[src/rtl/bhc_pkg.sv]
// Package for the bank scramble configuration block: offsets, fields, resets.
// Assumes a classic Wishbone slave with 32-bit data and byte addresses.
package bhc_pkg;

  // Register byte offsets
  localparam logic [11:0] OFS_CONTROL      = 12'h550;
  localparam logic [11:0] OFS_FOLD_FIRST   = 12'h554;
  localparam logic [11:0] OFS_FOLD_SECOND  = 12'h558;
  localparam logic [11:0] OFS_FOLD_THIRD   = 12'h55c;

  // Control field positions
  localparam int unsigned CTL_ENABLE_BIT   = 0;
  localparam int unsigned CTL_TRIM_LSB     = 1;
  localparam int unsigned CTL_OFFSET_LSB   = 4;

  // Lowest bank bit sits at this base plus the offset field
  localparam logic [4:0]  BANK_BASE        = 5'h0a;
  // Trim value that selects eight banks
  localparam logic [2:0]  TRIM_EIGHT       = 3'h7;

  // Reset values
  localparam logic [31:0] RST_CONTROL      = 32'h0000_0000;
  localparam logic [31:0] RST_FOLD         = 32'h0000_0000;
  // Answer to an unmapped read
  localparam logic [31:0] RD_UNMAPPED      = 32'h0000_0000;

  // Control register contents
  typedef struct packed {
    logic [2:0] bank_offset;  // First bank bit above base
    logic [2:0] width_trim;   // Bank count trim
    logic       scramble_en;  // Hashing on
  } bhc_ctrl_t;

  // All configuration seen by the hashing path
  typedef struct packed {
    bhc_ctrl_t   ctrl;
    logic [31:0] fold_select_first;
    logic [31:0] fold_select_second;
    logic [31:0] fold_select_third;
  } bhc_cfg_t;

endpackage : bhc_pkg

[src/rtl/bhc_top.sv]
// Bank scramble configuration registers and address hashing for the scheduler.
// Assumes a classic Wishbone master on clk_i and a scheduler address on the same clock.
// How it works
// (R1) Lowest bank bit is ten plus offset
// (R2) Software writes trim zero for four banks
// (R3) Software writes trim ones for eight banks
// (R4) Hashing acts only while enable is set
// (R5) First mask folds bits into bank bit one
// (R6) Second mask folds bits into bank bit two
// (R7) Eight banks: software clears mask bits below R3
// (R8) Four banks: software clears mask bits below R0
// (R9) Third mask folds bits into bank bit three
// (R10) Bank bit xors with parity of masked address
// (R11) All configuration registers reset to zero
//
// Register access over Wishbone was decided locally.
`timescale 1ns/1ps
`default_nettype none

module bhc_top (
  input  wire logic        clk_i,        // 25 MHz clock
  input  wire logic        rst_i,        // Synchronous reset, active high
  input  wire logic        cyc_i,        // Wishbone cycle
  input  wire logic        stb_i,        // Wishbone strobe
  input  wire logic        we_i,         // Wishbone write
  input  wire logic [11:0] adr_i,        // Wishbone byte address
  input  wire logic [3:0]  sel_i,        // Wishbone byte enables
  input  wire logic [31:0] dat_i,        // Wishbone write data
  output logic      [31:0] dat_o,        // Wishbone read data
  output logic             ack_o,        // Wishbone acknowledge
  input  wire logic [31:0] sched_addr_i, // Address from the scheduler
  output logic      [31:0] hashed_addr_o // Address with scrambled bank bits
);

  bhc_pkg::bhc_cfg_t cfg_reg;        // Configuration registers
  logic              ack_reg;        // Registered acknowledge
  logic [31:0]       rdata_reg;      // Registered read data
  logic [31:0]       hashed_reg;     // Registered hashed address
  logic [31:0]       hashed_next;    // Next hashed address
  logic [31:0]       ctrl_word;      // Control as a bus word
  logic              req;            // New bus request
  logic              wr_take;        // Write takes effect this edge
  logic [4:0]        bank_pos;       // Lowest bank bit position
  logic              eight_banks;    // Third bank bit in use
  logic [31:0]       ctrl_merged;    // Control word after byte-lane merge

  // Parity of the address bits picked by a mask
  function automatic logic fold_parity(input logic [31:0] addr, input logic [31:0] mask);
    fold_parity = ^(addr & mask);
  endfunction : fold_parity

  // Byte-lane merge of write data into a register
  function automatic logic [31:0] lane_merge(input logic [31:0] old, input logic [31:0] wd,
                                             input logic [3:0] sel);
    logic [31:0] res;
    res = old;
    for (int i = 0; i < 4; i++)
    begin
      if (sel[i])
      begin
        res[8*i +: 8] = wd[8*i +: 8];
      end
    end
    lane_merge = res;
  endfunction : lane_merge

  assign req         = cyc_i && stb_i && !ack_reg;
  assign wr_take     = cyc_i && stb_i && we_i && ack_reg;
  assign ctrl_word   = {25'h0, cfg_reg.ctrl};
  assign ctrl_merged = lane_merge(ctrl_word, dat_i, sel_i);
  assign bank_pos    = bhc_pkg::BANK_BASE + {2'h0, cfg_reg.ctrl.bank_offset}; // R1
  assign eight_banks = (cfg_reg.ctrl.width_trim == bhc_pkg::TRIM_EIGHT);    // R2 R3
  assign ack_o         = ack_reg;
  assign dat_o         = rdata_reg;
  assign hashed_addr_o = hashed_reg;

  // Acknowledge one cycle after a request, dropped the cycle after
  always_ff @(posedge clk_i)
  begin
    if (rst_i)
    begin
      ack_reg <= 1'b0;
    end
    else
    begin
      ack_reg <= req;
    end
  end

  // Read data captured at the request, held through the acknowledge
  always_ff @(posedge clk_i)
  begin
    if (rst_i)
    begin
      rdata_reg <= 32'h0000_0000;
    end
    else if (req)
    begin
      unique case (adr_i)
        bhc_pkg::OFS_CONTROL:     rdata_reg <= ctrl_word;
        bhc_pkg::OFS_FOLD_FIRST:  rdata_reg <= cfg_reg.fold_select_first;
        bhc_pkg::OFS_FOLD_SECOND: rdata_reg <= cfg_reg.fold_select_second;
        bhc_pkg::OFS_FOLD_THIRD:  rdata_reg <= cfg_reg.fold_select_third;
        default:                  rdata_reg <= bhc_pkg::RD_UNMAPPED; // Unmapped reads zero
      endcase
    end
  end

  // Register writes take effect on the acknowledging edge
  always_ff @(posedge clk_i)
  begin
    if (rst_i)
    begin
      cfg_reg.ctrl               <= bhc_pkg::RST_CONTROL[6:0]; // R11
      cfg_reg.fold_select_first  <= bhc_pkg::RST_FOLD;         // R11
      cfg_reg.fold_select_second <= bhc_pkg::RST_FOLD;         // R11
      cfg_reg.fold_select_third  <= bhc_pkg::RST_FOLD;         // R11
    end
    else if (wr_take)
    begin
      unique case (adr_i)
        bhc_pkg::OFS_CONTROL:     cfg_reg.ctrl <= ctrl_merged[6:0]; // Reserved bits dropped
        bhc_pkg::OFS_FOLD_FIRST:  cfg_reg.fold_select_first  <= lane_merge(cfg_reg.fold_select_first, dat_i, sel_i);
        bhc_pkg::OFS_FOLD_SECOND: cfg_reg.fold_select_second <= lane_merge(cfg_reg.fold_select_second, dat_i, sel_i);
        bhc_pkg::OFS_FOLD_THIRD:  cfg_reg.fold_select_third  <= lane_merge(cfg_reg.fold_select_third, dat_i, sel_i);
        default:                  ;  // Unmapped writes ignored
      endcase
    end
  end

  // Bank bits flipped by their folded parity while enabled
  always_comb
  begin
    hashed_next = sched_addr_i;
    if (cfg_reg.ctrl.scramble_en) // R4 R10
    begin
      hashed_next[bank_pos] = sched_addr_i[bank_pos]
                              ^ fold_parity(sched_addr_i, cfg_reg.fold_select_first);  // R5
      hashed_next[bank_pos + 5'h01] = sched_addr_i[bank_pos + 5'h01]
                              ^ fold_parity(sched_addr_i, cfg_reg.fold_select_second); // R6
      if (eight_banks)
      begin
        hashed_next[bank_pos + 5'h02] = sched_addr_i[bank_pos + 5'h02]
                              ^ fold_parity(sched_addr_i, cfg_reg.fold_select_third);  // R9
      end
    end
  end

  // Hashed address registered for the scheduler
  always_ff @(posedge clk_i)
  begin
    if (rst_i)
    begin
      hashed_reg <= 32'h0000_0000;
    end
    else
    begin
      hashed_reg <= hashed_next;
    end
  end

  // Helper: difference between output and the address it came from
  logic [31:0] sched_prev_reg; // Scheduler address at the previous edge
  logic [31:0] diff_w;         // Bits the hash flipped

  // Previous scheduler address, kept in clocked code for the checks
  always_ff @(posedge clk_i)
  begin
    sched_prev_reg <= sched_addr_i;
  end

  assign diff_w = hashed_reg ^ sched_prev_reg;

  a_ack_single_pulse: assert property (@(posedge clk_i) disable iff (rst_i) // Bus handshake, decided locally
    ack_o |=> !ack_o) else $error("ack held longer than one cycle");

  a_ack_after_req: assert property (@(posedge clk_i) disable iff (rst_i) // Bus handshake, decided locally
    (cyc_i && stb_i && !ack_o) |=> ack_o) else $error("request not answered next cycle");

  a_reset_config_zero: assert property (@(posedge clk_i) // R11
    $past(rst_i) |-> (cfg_reg == '0 && hashed_addr_o == 32'h0000_0000)) else $error("config not zero after reset");

  a_pass_when_off: assert property (@(posedge clk_i) disable iff (rst_i) // R4
    ($past(!cfg_reg.ctrl.scramble_en) && !$past(rst_i)) |-> hashed_addr_o == $past(sched_addr_i))
    else $error("address altered while hashing off");

  a_bank_window: assert property (@(posedge clk_i) disable iff (rst_i) // R1
    !$past(rst_i) |-> (diff_w & ~(32'h0000_0007 << $past(bank_pos))) == 32'h0000_0000)
    else $error("bit changed outside bank field");

  a_fold_first: assert property (@(posedge clk_i) disable iff (rst_i) // R5
    ($past(cfg_reg.ctrl.scramble_en) && !$past(rst_i)) |->
      diff_w[$past(bank_pos)] == fold_parity($past(sched_addr_i), $past(cfg_reg.fold_select_first)))
    else $error("first bank bit hash wrong");

  a_fold_second: assert property (@(posedge clk_i) disable iff (rst_i) // R6
    ($past(cfg_reg.ctrl.scramble_en) && !$past(rst_i)) |->
      diff_w[$past(bank_pos) + 5'h01] == fold_parity($past(sched_addr_i), $past(cfg_reg.fold_select_second)))
    else $error("second bank bit hash wrong");

  a_fold_third: assert property (@(posedge clk_i) disable iff (rst_i) // R9
    ($past(cfg_reg.ctrl.scramble_en) && !$past(rst_i)) |->
      diff_w[$past(bank_pos) + 5'h02] == ($past(eight_banks)
        && fold_parity($past(sched_addr_i), $past(cfg_reg.fold_select_third))))
    else $error("third bank bit hash wrong");

  a_mask_write: assert property (@(posedge clk_i) disable iff (rst_i) // R5
    (wr_take && adr_i == bhc_pkg::OFS_FOLD_FIRST && sel_i == 4'hf) |=>
      cfg_reg.fold_select_first == $past(dat_i)) else $error("first mask write lost");

  a_mask_second_write: assert property (@(posedge clk_i) disable iff (rst_i) // R6
    (wr_take && adr_i == bhc_pkg::OFS_FOLD_SECOND && sel_i == 4'hf) |=>
      cfg_reg.fold_select_second == $past(dat_i)) else $error("second mask write lost");

  a_mask_third_write: assert property (@(posedge clk_i) disable iff (rst_i) // R9
    (wr_take && adr_i == bhc_pkg::OFS_FOLD_THIRD && sel_i == 4'hf) |=>
      cfg_reg.fold_select_third == $past(dat_i)) else $error("third mask write lost");

  a_ctrl_write: assert property (@(posedge clk_i) disable iff (rst_i) // R1 R4
    (wr_take && adr_i == bhc_pkg::OFS_CONTROL && sel_i[0]) |=>
      cfg_reg.ctrl == $past(dat_i[6:0])) else $error("control write lost");

  a_lane_keep: assert property (@(posedge clk_i) disable iff (rst_i) // R5
    (wr_take && adr_i == bhc_pkg::OFS_FOLD_FIRST && !sel_i[0]) |=>
      cfg_reg.fold_select_first[7:0] == $past(cfg_reg.fold_select_first[7:0]))
    else $error("unselected mask byte changed");

endmodule : bhc_top

`default_nettype wire

[config.mk]
export PLATFORM = sky130hd
export DESIGN_NAME = bhc_top
export DESIGN_NICKNAME = d
export VERILOG_FILES = /design/src/rtl/bhc_pkg.sv /design/src/rtl/bhc_top.sv
export SDC_FILE = /design/constraint.sdc
export NUM_CORES = 1
export LEC_CHECK = 0
export BUFFER_PORTS_ARGS = -buffer_cell sky130_fd_sc_hd__buf_2
export CAP_MARGIN = 0
export CELL_PAD_IN_SITES_DETAIL_PLACEMENT = 1
export CELL_PAD_IN_SITES_GLOBAL_PLACEMENT = 2
export CORE_MARGIN = 1
export CORE_UTILIZATION = 36
export CTS_CLUSTER_SIZE = 28
export DETAILED_ROUTE_END_ITERATION = 12
export MAX_ROUTING_LAYER = met4
export PLACE_DENSITY = 0.93
export SKIP_CTS_REPAIR_TIMING = 1
export SYNTH_ARGS = -nofsm -noshare
export SYNTH_HDL_FRONTEND = slang
export SYNTH_SLANG_ARGS = --single-unit
[constraint.sdc]
create_clock -name clk_i -period 9.7 [get_ports clk_i]
set_input_delay 1.94 -clock clk_i [delete_from_list [all_inputs] [get_ports clk_i]]
set_output_delay 1.94 -clock clk_i [all_outputs]
set_load 0.02 [all_outputs]
# Word-level counts from Yosys, hierarchy flattened
# Cells that the tools add are included.
# op_classes
bitwise	6
n_reduce_logical	24
order_cmp	6
eq_ne	5
n_addsub	3
muxes	18
# ops
operator	count
32-bit case mux with 4 select lines	1
32-bit bitwise AND	3
32-bit bitwise mux	3
32-bit parity	3
32-bit 2-to-1 mux	2
12-bit by 11-bit == test with 1-bit output (second input constant)	4
3-bit AND reduction	13
5-bit by 6-bit < comparator with 1-bit output (second input constant)	3
1-bit binary-select mux with 5-bit select	3
1-bit demux with 5-bit select	3
5-bit by 1-bit >= comparator with 1-bit output (second input constant)	3
1-bit logical AND	7
1-bit 2-to-1 mux	6
4-bit by 3-bit adder with 5-bit output (first input constant)	1
5-bit by 1-bit adder with 5-bit output (second input constant)	1
5-bit by 2-bit adder with 5-bit output (second input constant)	1
3-bit == test (second input constant)	1
1-bit bitwise XOR	3
1-bit logical NOT	1
# word_totals
register_bits	168
word_cells	80

# Logic depth before layout (Yosys ltp)
# depth
ltp_word	10
mapped_depth	16
depth_no_buf	12

# Least setup slack after synthesis
# Ideal clock, no wire load.
# synth_path
path_type	in2reg
from	input sched_addr_i[21]
to	register hashed_reg[22], in the netlist hashed_addr_o[22]
slack_ps	5723
setup_ps	132
stages	8
path_buffers	1
arrival_ps	3845
path_cell_list	mux4_2 mux4_2 xnor3_2 buf_4 mux2i_1 a21oi_1 o211ai_1 a21oi_1
# synth_between
elab_chain_cells	8
elab_cells_between_ends	20
cone_classes	11 x mux; 6 x bitwise; 3 x reduce/logical
# synth_lines
element	line	source
start: declaration	bhc_top.sv:31	input wire logic [31:0] sched_addr_i,
1-bit binary-select mux with 5-bit select or 32-bit bitwise AND (tied branches)	bhc_top.sv:137, bhc_top.sv:49	
1-bit 2-to-1 mux (not written as such) or 32-bit parity (tied branches)	bhc_top.sv:137, bhc_top.sv:49	
1-bit bitwise XOR	bhc_top.sv:138	^ fold_parity(sched_addr_i, cfg_reg.fold_select_first);
32-bit bitwise mux	bhc_top.sv:137	hashed_next[bank_pos] = sched_addr_i[bank_pos]
32-bit bitwise mux	bhc_top.sv:139	hashed_next[bank_pos + 5'h01] = sched_addr_i[bank_pos + 5'h01]
32-bit bitwise mux	bhc_top.sv:143	hashed_next[bank_pos + 5'h02] = sched_addr_i[bank_pos + 5'h02]
32-bit 2-to-1 mux *	bhc_top.sv:141	if (eight_banks)
32-bit 2-to-1 mux *	bhc_top.sv:135	if (cfg_reg.ctrl.scramble_en)
end signal: assignment	bhc_top.sv:158	hashed_reg <= hashed_next;
end: declaration	bhc_top.sv:38	logic [31:0] hashed_reg;
# Mark *: on every way between the ends. The rest lies on a longest branch, timed or not. The select of a mux whose other input is x is not followed.
# A chain may end at the register's enable or synchronous reset.

# Worst setup path after layout
# layout_path
from	register cfg_reg[100] in the netlist's numbering
to	register hashed_reg[12], in the netlist hashed_addr_o[12]
# layout_between
elab_chain_cells	10
elab_cells_between_ends	32
cone_classes	3 x add/sub; 6 x order compare; 17 x mux; 3 x bitwise; 3 x reduce/logical
# layout_lines
element	line	source
start: declaration	bhc_top.sv:35	bhc_pkg::bhc_cfg_t cfg_reg;
4-bit by 3-bit adder with 5-bit output *	bhc_top.sv:71	assign bank_pos = bhc_pkg::BANK_BASE + {2'h0, cfg_reg.ctrl.bank_offset};
5-bit by 1-bit adder with 5-bit output, or another cell as far along	bhc_top.sv:139	
5-bit by 6-bit < comparator with 1-bit output (not written as such), or another cell as far along	bhc_top.sv:139	
1-bit logical AND (not written as such) or 1-bit 2-to-1 mux (tied branches)	bhc_top.sv:139, bhc_top.sv:137	
1-bit 2-to-1 mux (not written as such) or 1-bit demux with 5-bit select (tied branches)	bhc_top.sv:139, bhc_top.sv:137	
1-bit demux with 5-bit select or 32-bit bitwise mux (tied branches)	bhc_top.sv:139, bhc_top.sv:137	
32-bit bitwise mux	bhc_top.sv:139	
32-bit bitwise mux	bhc_top.sv:143	
32-bit 2-to-1 mux *	bhc_top.sv:141	
32-bit 2-to-1 mux *	bhc_top.sv:135	
# Marks and branches as above.

==> results.py <==
metrics = {
    "sta": {
        "setup_viol": 0,
        "fin_setup_tns_ns": 0,
        "finalHoldViolations": 0,
        "rsz0062_at_grt": "false",
        "max_clock_freq_mhz": 201,
        "finalCritPeriodShare_pct": 51.2,
        "worstMarginPinSlew_ns": 1.22,
        "slew_headroom_pct": 18.1,
        "skew_ns": 0.0116,
        "layout_min_cycle_time_ns": 4.97,
        "report.final.slew_viol_count": 0,
    },
    "placement": {
        "port_buffers": 149,
        "place_area_sq_um": 10400,
        "gp_congestion": 0.922,
        "dp_hpwl_microns": 25900,
    },
    "floorplan": {
        "chipHeight_microns": 165,
        "initial_core_util_pct": 36.7,
        "die_area_sq_um": 27200,
        "die_w_microns": 165,
        "rows": 59,
        "core_area_sq_um": 26100,
        "io-pin-count": 150,
    },
    "global_route": {
        "top_usage_layer": "met2",
        "antenna_found_initial": 0,
        "grt_max_degree": 86,
        "grt_pass1_vias": 9163,
        "grt_pass1_wl_microns": 53700,
        "track_usage_pct": 27.2,
        "grt_overflow": 0,
        "grt_util_met3_pct": 3.39,
        "grtUsageMet2_pct": 44.2,
        "use_met1_pct": 34.4,
    },
    "cells_and_area": {
        "drive_above_1_share_pct": 16.1,
        "diodes": 0,
        "largest_reg_flops": 103,
        "final_cell_mix": "nand2_1 (320), a21oi_1 (180), dfxtp_1 (168), buf_2 (148), xnor2_1 (67)",
        "area_growth_pct": 14.7,
        "design_area_sq_um": 11000,
        "final_nets": 1402,
        "final_common_cell": "nand2_1",
    },
    "drt": {
        "drt_first_pass_iters": 5,
        "first_iter_violations": 735,
        "vias": 9360,
        "viasPerCell": 5.66,
        "wl_per_cell_microns": 21.3,
        "drc": 0,
        "totalWireLength_microns": 35300,
        "postRouteAntennaNets": 0,
    },
    "critical_path": {
        "slowest_delay_ns": 0.94,
        "critical_path_arrival_ns": 5.34,
        "startpoint_type": "flop",
        "path_cells": "inv_1, ha_1, mux2i_1, mux4_1, nand3_1, nand4_1, xnor3_2, xnor2_4, nand2_1, o311ai_1, o211ai_1, a21oi_1",
        "cp_slowest_cell": "ha_1",
        "worst-path-max-fanout": 28,
        "worst_setup_path_end_kind": "flop",
        "rrSetupSlack_ns": 4.73,
        "required_ns": 10.07,
        "critical_path_class": "reg -> reg",
    },
    "run": {
        "maxCapViolCount": 0,
    },
    "logic_synthesis": {
        "ys_seq_area_share_pct": 35.2,
        "synthesis.area_sq_um": 9550,
        "avgSynthCellArea_sq_um": 7.82,
        "synth-seq-cells": 168,
        "synthDistinctLibCells": 43,
        "synthCells": 1221,
        "synth_nets": 1314,
        "yosysWarnings": 0,
    },
    "pwr": {
        "power_leakage_nw": 3.87,
        "vdd_drop_max_mv": 0.0752,
        "p_total_mw": 1.51,
        "power_density_nw_per_um2": 138,
    },
    "clocking": {
        "cts_max_path_buffers": 2,
        "cts.clk_slew.worst_paths_ns": 0.07,
        "worstSkewPairLatency_ns": 0.44,
        "tritoncts": "done",
        "cts.sinks": 168,
        "htreeDepth": 4,
        "numCtsBuffers": 17,
        "cts_root_buf": "clkbuf_16",
    },
    "run_status": {
        "status": "finished, final reports clean",
    },
    "min_path": {
        "hp-class": "reg -> reg",
    },
}
[per-layer routing]
metal | share of wire, % | wire (microns) | up-vias
met5 | 0 | 0 | -
met1 | 42 | 14800 | 4591
li1 | - | - | 4334
met2 | 49 | 17200 | 370
met3 | 6.3 | 2220 | 65
met4 | 3.1 | 1110 | 0
[stage by stage]
| stage | hold slack [ns] | setup WS (ns) | std cells | util, % |
|---|---|---|---|---|
| global placement | 0.454 | 4.67 | 1625 | 39.9 |
| CTS | 0.474 | 4.72 | 1654 | 42.0 |
| finish | 0.472 | 4.73 | 1654 | 42.0 |
| global route | 0.495 | 4.36 | 1654 | 42.0 |
| detailed placement | 0.464 | 4.59 | 1625 | 39.9 |
| floorplan | 0.441 | 5.72 | 1221 | - |
[cells by family (layout without fill, tap and decap cells)]
logic type / Yosys count / in the layout / synth area share (%)
multiplexers: 81 / 81 / 11.6
AND/OR/NAND/NOR: 522 / 522 / 23.3
flip-flops: 168 / 168 / 35.2
AO/OA/AOI/OAI: 253 / 253 / 14.6
adder cells (fa/ha/maj): 8 / 8 / 1.13
XOR/XNOR: 98 / 98 / 9.99
buffers and inverters: 91 / 189 / 4.19
[final cells by class]
type / instances / area, sq um
Fill cell: 3181 / 15100
Multi-Input combinational cell: 962 / 5800
Sequential cell: 168 / 3360
Timing Repair Buffer: 156 / 801
Clock buffer: 19 / 443
Tap cell: 335 / 419
Clock inverter: 10 / 120
Inverter: 4 / 15.0
[where the power goes]
| part | total [mW] | internal [mW] | switching (mW) |
|---|---|---|---|
| registers | 0.699 | 0.697 | 0.00190 |
| logic | 0.121 | 0.0363 | 0.0842 |
| clock network | 0.689 | 0.384 | 0.305 |
| total | 1.51 | 1.12 | 0.391 |
[synthesized netlist by cell type]
master    count  area, sq um
nor3b_1       7         52.6
nand3_1      59          295
mux4_1        2         52.6
and2_1       10         62.6
nor3_1       27          135
buf_1         9         33.8
dfxtp_1     168         3360
xnor2_4       2         55.1
nand4b_1      1         8.76
xnor2_1      67          587
and3_1        7         43.8
mux2_1       25          282
buf_2        10         50.1
xor2_2        1         16.3
nand2_1     320         1200
nand3b_1      2         15.0
buf_12        1         20.0
mux2i_1      35          350
o21ai_1      12         60.1
or2_2         1         6.26
fa_1          1         20.0
a21oi_1     180          901
o311ai_1      4         35.0
ha_1          7         87.6
xnor3_1       1         22.5
nor4_1        4         25.0
buf_6         3         33.8
nor2b_1       2         12.5
xnor2_2       1         16.3
nand4_1       2         12.5
buf_4         2         15.0
nor4bb_1      1         10.0
o21ai_0      12         60.1
clkbuf_1     62          233
xor2_1       24          210
o211ai_1     20          150
xnor3_2       2         47.6
nor2_1       62          233
nor4b_1       1         8.76
mux4_2       19          428
inv_1         4         15.0
a22oi_1      25          188
nand2b_1     16          100
[worst max-delay path: cells and delay by family, from the launching register on]
family,cells,cell delay [ns]
xor gates and xnor gates,2,1.08
DFF,1,0.80
adders and majority gates,1,0.94
buffers and inverters,1,0.28
and+or+nand+nor,3,0.41
muxes,2,0.81
AOI/OAI and AO/OA,3,0.57
[path summary, 6_finish.rpt]
kind,startpoint,endpoint,cells past startpoint
worst min-delay path,cfg_reg[16],cfg_reg[16],2
worst min register to register,cfg_reg[16],cfg_reg[16],2
worst max-delay path,cfg_reg[100],hashed_addr_o[12],12
worst max register to register,cfg_reg[100],hashed_addr_o[12],12
(Power assumes the default switching activity.)
